## config.mk

```make
export PLATFORM = sky130hd
export DESIGN_NAME = bcd_add_extend_unit
export DESIGN_NICKNAME = d
export VERILOG_FILES = /design/src/rtl/bcd_add_pkg.sv /design/src/rtl/bcd_add_extend_unit.sv
export SDC_FILE = /design/constraint.sdc
export NUM_CORES = 2
export LEC_CHECK = 0
export BUFFER_PORTS_ARGS = -buffer_cell sky130_fd_sc_hd__buf_2
export CORE_ASPECT_RATIO = 1.25
export CORE_UTILIZATION = 50
export CTS_BUF_LIST = sky130_fd_sc_hd__clkbuf_8
export CTS_CLUSTER_DIAMETER = 40
export DETAILED_ROUTE_END_ITERATION = 6
export MAX_ROUTING_LAYER = met4
export PLACE_DENSITY = 0.66
export SYNTH_ARGS = -nofsm -noshare
export SYNTH_HDL_FRONTEND = slang
export SYNTH_SLANG_ARGS = --single-unit
```

## constraint.sdc

```tcl
create_clock -name mclk -period 9.7 [get_ports mclk]
set_clock_uncertainty 0.2 [all_clocks]
set_input_delay 1.94 -clock mclk [delete_from_list [all_inputs] [get_ports mclk]]
set_output_delay 1.94 -clock mclk [all_outputs]
set_load 0.005 [all_outputs]
```

## src/rtl/bcd_add_pkg.sv

```systemverilog
package bcd_add_pkg;

    // Register map, byte addresses on the bus.
    localparam logic [7:0] OFF_OPWORD = 8'h00;
    localparam logic [7:0] OFF_FLAGS  = 8'h04;
    localparam logic [7:0] OFF_STATUS = 8'h08;
    localparam logic [7:0] OFF_DREG   = 8'h40;
    localparam logic [7:0] OFF_AREG   = 8'h60;
    localparam logic [7:0] OFF_MEM    = 8'h80;

    // Flag positions inside the condition code flags register.
    localparam int FLAG_X = 4;
    localparam int FLAG_N = 3;
    localparam int FLAG_Z = 2;
    localparam int FLAG_V = 1;
    localparam int FLAG_C = 0;
    localparam logic [4:0] FLAGS_RESET = 5'h00;

    // Status register bits.
    localparam int STAT_BUSY    = 0;
    localparam int STAT_ILLEGAL = 1;

    // Fixed parts of the operation word.
    localparam logic [3:0] OP_HI_PATTERN  = 4'hC;
    localparam logic [4:0] OP_MID_PATTERN = 5'h10;

    localparam logic [31:0] BYTE_STEP  = 32'h0000_0001;
    localparam int          MEM_AW     = 6;
    localparam logic [1:0]  HTRANS_SEQ = 2'h3;
    localparam logic [2:0]  HSIZE_WORD = 3'h2;

    typedef struct packed {
        logic [2:0] dst;
        logic       rm;
        logic [2:0] src;
    } op_fields_t;

    typedef struct packed {
        logic       write;
        logic       word;
        logic       inRange;
        logic [7:0] addr;
    } bus_req_t;

    typedef enum logic [1:0] {
        ST_IDLE    = 2'b00,
        ST_DEC_SRC = 2'b01,
        ST_DEC_DST = 2'b10,
        ST_EXEC    = 2'b11
    } unit_state_t;

endpackage

```

## src/rtl/bcd_add_extend_unit.sv

```systemverilog
// How it works
// [RULE1] Adds source, destination and extend flag in decimal, result to destination.
// [RULE2] Always a single byte of two decimal digits; no wider size.
// [RULE3] Register mode reads and writes the data registers named in the word.
// [RULE4] Memory mode predecrements both address registers and stores at destination.
// [RULE5] Extend flag copies carry; negative and overflow are left as they were.
// [RULE6] Zero flag clears on a nonzero result and otherwise keeps its value.
// [RULE7] Carry flag is set on a decimal carry out of the byte, else cleared.
// [RULE8] Word is recognised by bits 15..12 and 8..4; bits 11..9 name destination.
// [RULE9] Mode bit 0 means register to register, 1 means memory to memory.
// [RULE10] Bits 2..0 name the source, data or address register by mode.
// [RULE11] Digit sums above nine get six added and carry onward.
//
// The AHB-Lite interface to the registers and the register addresses were decided locally.
`timescale 1ns/1ps
`default_nettype none

module bcd_add_extend_unit (
    input  wire logic        mclk,
    input  wire logic        rst,
    input  wire logic        hsel,
    input  wire logic [31:0] haddr,
    input  wire logic [1:0]  htrans,
    input  wire logic        hwrite,
    input  wire logic [2:0]  hsize,
    input  wire logic [31:0] hwdata,
    input  wire logic        hready,
    output var  logic        hreadyout,
    output var  logic        hresp,
    output var  logic [31:0] hrdata
);

    bcd_add_pkg::bus_req_t    reqQ;
    bcd_add_pkg::op_fields_t  opQ;
    bcd_add_pkg::unit_state_t stateQ;

    logic        wrPendQ;
    logic        rdPendQ;
    logic        illegalQ;
    logic [4:0]  flagsQ;
    logic [31:0] dReg [8];
    logic [31:0] aReg [8];
    logic [7:0]  mem  [1 << bcd_add_pkg::MEM_AW];

    logic        accept;
    logic        busWr;
    logic [7:0]  wAddr;
    logic        opStart;
    logic        opLegal;
    logic        execDone;
    logic [7:0]  srcByte;
    logic [7:0]  dstByte;
    logic [8:0]  bcdOut;
    logic [7:0]  result;
    logic        carry;
    logic [31:0] readMux;

    // Two-digit decimal add; returns {carry, byte}.
    // [RULE11] Plus-six digit correction.
    function automatic logic [8:0] bcd_add(input logic [7:0] a, input logic [7:0] b,
                                           input logic x);
        logic [4:0] lo;
        logic [4:0] hi;
        logic       loCarry;
        lo = 5'(a[3:0]) + 5'(b[3:0]) + 5'(x);
        loCarry = lo > 5'h09;
        if (loCarry) begin
            lo = lo + 5'h06;
        end
        hi = 5'(a[7:4]) + 5'(b[7:4]) + 5'(loCarry);
        if (hi > 5'h09) begin
            hi = hi + 5'h06;
        end
        return {hi > 5'h0F || hi[4], hi[3:0], lo[3:0]};
    endfunction

    assign accept   = hsel & hready & htrans[1];
    assign busWr    = wrPendQ & reqQ.inRange & reqQ.word;
    assign wAddr    = reqQ.addr;
    assign execDone = stateQ == bcd_add_pkg::ST_EXEC;
    // [RULE8] Fixed pattern check.
    assign opLegal  = hwdata[15:12] == bcd_add_pkg::OP_HI_PATTERN
                   && hwdata[8:4] == bcd_add_pkg::OP_MID_PATTERN;
    assign opStart  = busWr && wAddr == bcd_add_pkg::OFF_OPWORD
                   && stateQ == bcd_add_pkg::ST_IDLE;

    // Reads take one wait state so a write just before is always seen.
    always_ff @(posedge mclk) begin
        if (rst) begin
            wrPendQ   <= 1'b0;
            rdPendQ   <= 1'b0;
            reqQ      <= '0;
            hreadyout <= 1'b1;
            hresp     <= 1'b0;
            hrdata    <= 32'h0000_0000;
        end else begin
            wrPendQ   <= accept & hwrite;
            rdPendQ   <= accept & ~hwrite;
            hreadyout <= ~(accept & ~hwrite);
            hresp     <= 1'b0;
            if (accept) begin
                reqQ <= '{write: hwrite,
                          word: hsize == bcd_add_pkg::HSIZE_WORD,
                          inRange: haddr[31:8] == 24'h00_0000,
                          addr: haddr[7:0]};
            end
            if (rdPendQ) begin
                hrdata <= readMux;
            end
        end
    end

    always_comb begin
        readMux = 32'h0000_0000;
        if (reqQ.inRange && reqQ.word) begin
            if (wAddr == bcd_add_pkg::OFF_OPWORD) begin
                readMux = {25'h000_0000, opQ};
            end else if (wAddr == bcd_add_pkg::OFF_FLAGS) begin
                readMux = {27'h000_0000, flagsQ};
            end else if (wAddr == bcd_add_pkg::OFF_STATUS) begin
                readMux = {30'h0000_0000, illegalQ, stateQ != bcd_add_pkg::ST_IDLE};
            end else if (wAddr[7:5] == bcd_add_pkg::OFF_DREG[7:5]) begin
                readMux = dReg[wAddr[4:2]];
            end else if (wAddr[7:5] == bcd_add_pkg::OFF_AREG[7:5]) begin
                readMux = aReg[wAddr[4:2]];
            end else if (wAddr[7:6] == bcd_add_pkg::OFF_MEM[7:6]) begin
                readMux = {mem[{wAddr[5:2], 2'h3}], mem[{wAddr[5:2], 2'h2}],
                           mem[{wAddr[5:2], 2'h1}], mem[{wAddr[5:2], 2'h0}]};
            end
        end
    end

    // Sequencer: memory mode spends two cycles on the predecrements.
    always_ff @(posedge mclk) begin
        if (rst) begin
            stateQ   <= bcd_add_pkg::ST_IDLE;
            opQ      <= '0;
            illegalQ <= 1'b0;
        end else begin
            unique case (stateQ)
                bcd_add_pkg::ST_IDLE: begin
                    if (opStart) begin
                        illegalQ <= ~opLegal;
                        if (opLegal) begin
                            // [RULE8] Field extraction.
                            opQ <= '{dst: hwdata[11:9], rm: hwdata[3], src: hwdata[2:0]};
                            // [RULE9] Mode selects path.
                            stateQ <= hwdata[3] ? bcd_add_pkg::ST_DEC_SRC
                                                : bcd_add_pkg::ST_EXEC;
                        end
                    end
                end
                bcd_add_pkg::ST_DEC_SRC: stateQ <= bcd_add_pkg::ST_DEC_DST;
                bcd_add_pkg::ST_DEC_DST: stateQ <= bcd_add_pkg::ST_EXEC;
                bcd_add_pkg::ST_EXEC:    stateQ <= bcd_add_pkg::ST_IDLE;
            endcase
        end
    end

    // [RULE10] Source by mode.
    assign srcByte = opQ.rm ? mem[aReg[opQ.src][bcd_add_pkg::MEM_AW-1:0]]
                            : dReg[opQ.src][7:0];
    // [RULE3] Destination by mode.
    assign dstByte = opQ.rm ? mem[aReg[opQ.dst][bcd_add_pkg::MEM_AW-1:0]]
                            : dReg[opQ.dst][7:0];
    // [RULE1] Decimal sum with extend.
    assign bcdOut  = bcd_add(srcByte, dstByte, flagsQ[bcd_add_pkg::FLAG_X]);
    assign result  = bcdOut[7:0];
    assign carry   = bcdOut[8];

    // The datapath wins over a bus write to any data register in its cycle.
    always_ff @(posedge mclk) begin
        if (rst) begin
            for (int i = 0; i < 8; i++) begin
                dReg[i] <= 32'h0000_0000;
            end
        end else if (execDone && !opQ.rm) begin
            // [RULE2] Byte write only.
            dReg[opQ.dst][7:0] <= result;
        end else if (busWr && wAddr[7:5] == bcd_add_pkg::OFF_DREG[7:5]) begin
            dReg[wAddr[4:2]] <= hwdata;
        end
    end

    // Memory addresses use only the low address bits, so they alias.
    always_ff @(posedge mclk) begin
        if (rst) begin
            for (int i = 0; i < 8; i++) begin
                aReg[i] <= 32'h0000_0000;
            end
        end else if (stateQ == bcd_add_pkg::ST_DEC_SRC) begin
            // [RULE4] Source predecrement.
            aReg[opQ.src] <= aReg[opQ.src] - bcd_add_pkg::BYTE_STEP;
        end else if (stateQ == bcd_add_pkg::ST_DEC_DST) begin
            aReg[opQ.dst] <= aReg[opQ.dst] - bcd_add_pkg::BYTE_STEP;
        end else if (busWr && wAddr[7:5] == bcd_add_pkg::OFF_AREG[7:5]) begin
            aReg[wAddr[4:2]] <= hwdata;
        end
    end

    always_ff @(posedge mclk) begin
        if (execDone && opQ.rm) begin
            // [RULE4] Store at decremented address.
            mem[aReg[opQ.dst][bcd_add_pkg::MEM_AW-1:0]] <= result;
        end else if (busWr && wAddr[7:6] == bcd_add_pkg::OFF_MEM[7:6]) begin
            for (int b = 0; b < 4; b++) begin
                mem[{wAddr[5:2], 2'(b)}] <= hwdata[8*b +: 8];
            end
        end
    end

    always_ff @(posedge mclk) begin
        if (rst) begin
            flagsQ <= bcd_add_pkg::FLAGS_RESET;
        end else if (execDone) begin
            // [RULE5] Extend follows carry.
            flagsQ[bcd_add_pkg::FLAG_X] <= carry;
            // [RULE7] Decimal carry out.
            flagsQ[bcd_add_pkg::FLAG_C] <= carry;
            // [RULE6] Zero only clears.
            if (result != 8'h00) begin
                flagsQ[bcd_add_pkg::FLAG_Z] <= 1'b0;
            end
        end else if (busWr && wAddr == bcd_add_pkg::OFF_FLAGS) begin
            flagsQ <= hwdata[4:0];
        end
    end

    // Checks.
    logic [31:0] srcAddr;
    logic [23:0] dstUpper;
    logic [8:0]  decValue;
    logic [31:0] dstAddr;
    logic [31:0] srcReg;
    assign srcAddr  = aReg[opQ.src];
    assign dstAddr  = aReg[opQ.dst];
    assign srcReg   = dReg[opQ.src];
    assign dstUpper = dReg[opQ.dst][31:8];
    assign decValue = 9'(srcByte[7:4]) * 9'h00A + 9'(srcByte[3:0])
                    + 9'(dstByte[7:4]) * 9'h00A + 9'(dstByte[3:0])
                    + 9'(flagsQ[bcd_add_pkg::FLAG_X]);
endmodule

`default_nettype wire

```

==> out/results.md <==
| Group | Item | Reported |
| --- | --- | --- |
| timing | Final Cycle Share | 99.38% |
| placement | Final estimated routing congestion in global placement | 1.150 |
| yosys | Area fraction of the dominant cell type after synthesis | 46.69% |
| global route | Number of global-route vias before repair | 53520 |
| power and ir drop | Total Power | 12.19 mW |
| yosys | Synthesized netlist cell count | 5963 |
| yosys | Compound-gate portion of the synthesized area | 10.61% |
| timing | Number of pins with negative max-slew slack in the final report | 5 |
| routing | 1st-iter DRT viols | 10580 |
| routing | Average wire length per cell after detail routing | 36.79 um |
| yosys | Cell type with the highest aggregate area in the netlist | sky130_fd_sc_hd__edfxtp_1 |
| die | Placeable core area | 130400 um^2 |
| cells and area | Final-stage net count | 6108 |
| yosys | Most instantiated flip-flop cell in the synthesis netlist | sky130_fd_sc_hd__edfxtp_1 |
| critical path | R2R Setup Slk | 0.06 ns |
| run status | Failing checks | DRC, capacitance limit, slew limit |
| yosys | Post-synthesis share of cell area spent on and, or, nand and nor gates | 16.96% |
| yosys | Parity-gate share of the synthesized area counting xor and xnor cells | 0.2774% |
| routing | Detail Route Antenna Nets | 0 |
| timing | Maximum clock rate | 0.1037 GHz |
| clocking | PostCTS Resize Cnt | 0 |
| timing | Summed negative setup slack over all endpoints | 0 ns |
| clocking | TritonCTS clock tree | done |
| clocking | Number of buffers inserted during clock tree synthesis | 184 |
| critical path | Critical path endpoint category | register |
| critical path | Worst R2R Path Depth | 25 |
| timing | Final worst path period need | 9.640 ns |
| hold path | Worst Hold Depth | 2 |
| hold path | Startpoint of the worst hold path | hrdata[23] |
| global route | Residual overflow from global routing | 0 |
| die | Die height | 407.8 um |
| critical path | Max stage delay cell, worst path | sky130_fd_sc_hd__dfxtp_2 |
| critical path | Largest fanout of any net on the critical path | 24 |
| routing | Detailed Routing Iterations Pass 1 | 7 |
| die | Area enclosed by the die boundary | 133200 um^2 |
| routing | Vias post-DR | 57430 |
| critical path | Buffers & Inverters on Critical Path | 5 |
| clocking | Clk Tree Root Cell | sky130_fd_sc_hd__clkbuf_8 |
| routing | Detail-routed via count per cell | 7.249 |
| yosys | Number of warning messages in the yosys log | 0 |
| clocking | Hold_buf cts | 0 |
| global route | Antenna violations before repair | 36 |
| placement | Buffers added on ports | 105 |
| global route | Global-route wire length before repair | 402500 um |
| clocking | Clock latency reported for the late side of the worst-skew pair | 1.02 ns |
| clocking | Maximum level of the CTS H-tree | 4 |
| routing | Post-Route WL | 291400 um |
| timing | Worst slew margin relative to its limit | -5.109% |
| placement | Sum of net half-perimeters after detailed placement | 192600 um |
| yosys | Adder-cell share of the synthesized area | 0.4066% |
| cells and area | Share of final-layout standard cells stronger than drive strength 1 | 21.39% |
| critical path | Cell seen most often among critical-path stages | sky130_fd_sc_hd__fa_1 |
| clocking | Buffer levels on the longest clock path | 3 |
| placement | Cell count after placement | 7551 |
| timing | Number of setup violations in the final report | 0 |
| global route | Maximum number of pins on one net before global-route repair | 93 |
| yosys | Number of synthesized register bits | 1094 |
| timing | WHS | 0.2708 ns |
| job | Number of max-cap violations | 2 |
| die | Overall die width | 326.6 um |
| yosys | Count of flip-flops with a built-in enable after synthesis | 1024 |
| critical path | Largest stage delay, worst path | 0.88 ns |
| hold path | Destination of the worst hold path | hrdata[23] |
| hold path | Path category of the worst min-delay check | reg -> reg |
| run status | Outcome | finished, violations left |
| cells and area | Sequential cell area | 32180 um^2 |
| routing | Final routed DRC violation total | 53 |
| yosys | Cells taking the most area after synthesis | sky130_fd_sc_hd__edfxtp_1 (47%), sky130_fd_sc_hd__mux4_2 (15%), sky130_fd_sc_hd__nand2_1 (6.5%), sky130_fd_sc_hd__nor2_1 (3.4%), sky130_fd_sc_hd__a21o_1 (2.3%) |
| yosys | Mapped Nets | 6056 |
| yosys | Main combinational cell family by area after synthesis | multiplexers |
| critical path | Worst reg2reg endpoint | mem[53][6] |
| yosys | Post-Syn Area | 65850 um^2 |
| clocking | Buffers inserted during post-CTS setup optimization | 0 |
| yosys | Synthesized area per cell | 11.04 um^2 |
| timing | Hold Fails Final Rpt | 0 |
| yosys | Distinct cell type count after synthesis | 94 |
| cells and area | Filler Cell Count | 11050 |
| cells and area | Synthesis-to-layout area growth | 10.43% |
| power and ir drop | VDD IR-drop max | 0.1590 mV |
| yosys | Proportion of synthesized chip area in sequential cells | 48.82% |
| global route | Overall global routing resource usage | 44.60% |
| cells and area | Number of standard cells in the final layout excluding fillers | 7922 |
| timing | Transition time of the tightest slew-check pin | 1.560 ns |
| critical path | Data required time of the worst path | 10.32 ns |
| clocking | Post-CTS clock slew at the launch and capture registers of the worst setup and hold paths | 0.06 ns |
| critical path | Endpoint arrival time on the critical path | 10.26 ns |
| die | Initial Utilization | 50.51% |
| critical path | Critical path start-end classification | reg -> reg |
| yosys | Multiplexer fraction of the synthesized cell area | 19.45% |
| die | Number of cell rows | 148 |
| cells and area | Final Cell Area | 72720 um^2 |
| cells and area | Multi-input combinational cell area | 31730 um^2 |
| clocking | Total clock sinks | 1094 |
| yosys | Fraction of synthesis flops using an asynchronous set or reset pin | 0% |
| critical path | Critical path launch point type | register |
| timing | Unrepaired setup endpoints after global routing | false |
| critical path | Largest delay contributor family on the critical path | compound AO/OA/AOI/OAI gates |
| power and ir drop | Cell area power density | 167.6 nW/um^2 |
| placement | Placed Area | 68950 um^2 |
| power and ir drop | Total leakage power | 26.25 nW |
| die | Top-level I/O count | 108 |
[cell usage in the layout (no fill, tap or decap), drive strengths merged, types with 43 or more instances in the layout]
master and instances:
a211oi 45, a21o 206, a21oi 230, and2 212, buf 399, clkbuf 191
clkinv 65, dfxtp 70, edfxtp 1024, inv 72, mux2 93, mux2i 156
mux4 449, nand2 1139, nand3 254, nor2 604, nor3 149, o21a 71
o21ai 156, o221ai 43, o22ai 115
[worst reg2reg max path: stages, from the launching register on]
cell	delay, ns
sky130_fd_sc_hd__dfxtp_2	0.88
sky130_fd_sc_hd__inv_2	0.37
sky130_fd_sc_hd__mux2_2	0.50
sky130_fd_sc_hd__nand3b_1	0.72
sky130_fd_sc_hd__buf_4	0.44
sky130_fd_sc_hd__a2111oi_0	0.54
sky130_fd_sc_hd__a211oi_1	0.10
sky130_fd_sc_hd__a31oi_1	0.55
sky130_fd_sc_hd__o41ai_4	0.19
sky130_fd_sc_hd__buf_6	0.19
sky130_fd_sc_hd__fa_1	0.41
sky130_fd_sc_hd__xnor2_1	0.38
sky130_fd_sc_hd__ha_1	0.25
sky130_fd_sc_hd__a22oi_1	0.08
sky130_fd_sc_hd__a311oi_1	0.43
sky130_fd_sc_hd__inv_1	0.12
sky130_fd_sc_hd__fa_1	0.48
sky130_fd_sc_hd__fa_1	0.48
sky130_fd_sc_hd__xnor2_1	0.29
sky130_fd_sc_hd__ha_1	0.25
sky130_fd_sc_hd__mux2_2	0.16
sky130_fd_sc_hd__o21a_1	0.22
sky130_fd_sc_hd__mux2i_2	0.51
sky130_fd_sc_hd__buf_4	0.43
sky130_fd_sc_hd__nand2_1	0.19
sky130_fd_sc_hd__nand2_1	0.13
[how the worst max path moves through the flow]
stage	from	end	slack [ns]	cells past startpoint
floorplan	register	mem[25][5]	1.63	29
CTS	register	mem[53][6]	0.46	24
global placement	register	mem[30][6]	0.64	24
detailed placement	register	mem[53][6]	0.52	24
finish	register	mem[53][6]	0.06	25
global route	register	mem[52][6]	0.07	24
[cell families (layout without fill, tap and decap cells)]
family / Yosys count / count (layout)
AOI/OAI and AO/OA: 1047 / 1047
xor gates and xnor gates: 20 / 20
adders and majority gates: 19 / 19
buffers and inverters: 547 / 742
DFF: 1094 / 1094
muxes: 698 / 698
other: 1 / 40
and+or+nand+nor: 2537 / 2537
[per-stage QoR]
stage	util [%]	setup WS, ns
6_report	55.79	0.05974
5_1_grt	55.76	0.07035
4_1_cts	55.67	0.4638
3_5_place_dp	52.89	0.5181
3_3_place_gp	52.89	0.6365
2_1_floorplan	-	1.632
[power by group]
part	switching (mW)	leakage (nW)	internal, mW
sequential	0.0662	10.4	5.40
clock	2.11	2.01	2.06
combinational	1.74	13.9	0.803
total	3.92	26.2	8.27
[synthesized netlist by cell type, types with 70 or more instances]
cell type and count:
sky130_fd_sc_hd__mux2_2 93, sky130_fd_sc_hd__mux2i_1 151, sky130_fd_sc_hd__mux4_2 436, sky130_fd_sc_hd__nand3_1 254, sky130_fd_sc_hd__clkbuf_1 347, sky130_fd_sc_hd__edfxtp_1 1024
sky130_fd_sc_hd__dfxtp_1 70, sky130_fd_sc_hd__o22ai_1 115, sky130_fd_sc_hd__buf_2 77, sky130_fd_sc_hd__buf_1 85, sky130_fd_sc_hd__a21o_1 206, sky130_fd_sc_hd__a21oi_1 228
sky130_fd_sc_hd__and2_1 209, sky130_fd_sc_hd__nor2_1 596, sky130_fd_sc_hd__nor3_1 141, sky130_fd_sc_hd__o21ai_0 147, sky130_fd_sc_hd__nand2_1 1138, sky130_fd_sc_hd__o21a_1 71
[routing by layer]
metal	vias up	routed length (um)	GRT usage, %
li1	22560	-	-
met1	27770	90250	49.99
met2	5415	125700	64.00
met3	1686	42790	15.16
met4	0	32630	37.41
met5	-	0	-
[flip-flops by register name, summed over array words and instances, names as in the netlist, named ones only]
register   cells
illegalQ       1
hreadyout      1
flagsQ         5
reqQ           2
wAddr          8
mem          512
opQ            7
stateQ         2
dReg         256
rdPendQ        1
wrPendQ        1
aReg         256
hrdata        32
[final cells by class]
cell class	count	area share, %
well taps	1725	2.968
diodes	39	0.1342
multi-input cells	4322	43.63
inverters	14	0.07226
clock buffers	191	3.615
clock inverters	138	1.356
repair buffers	399	3.974
flip-flops and latches	1094	44.25
Power figures use the tool's default switching activity.
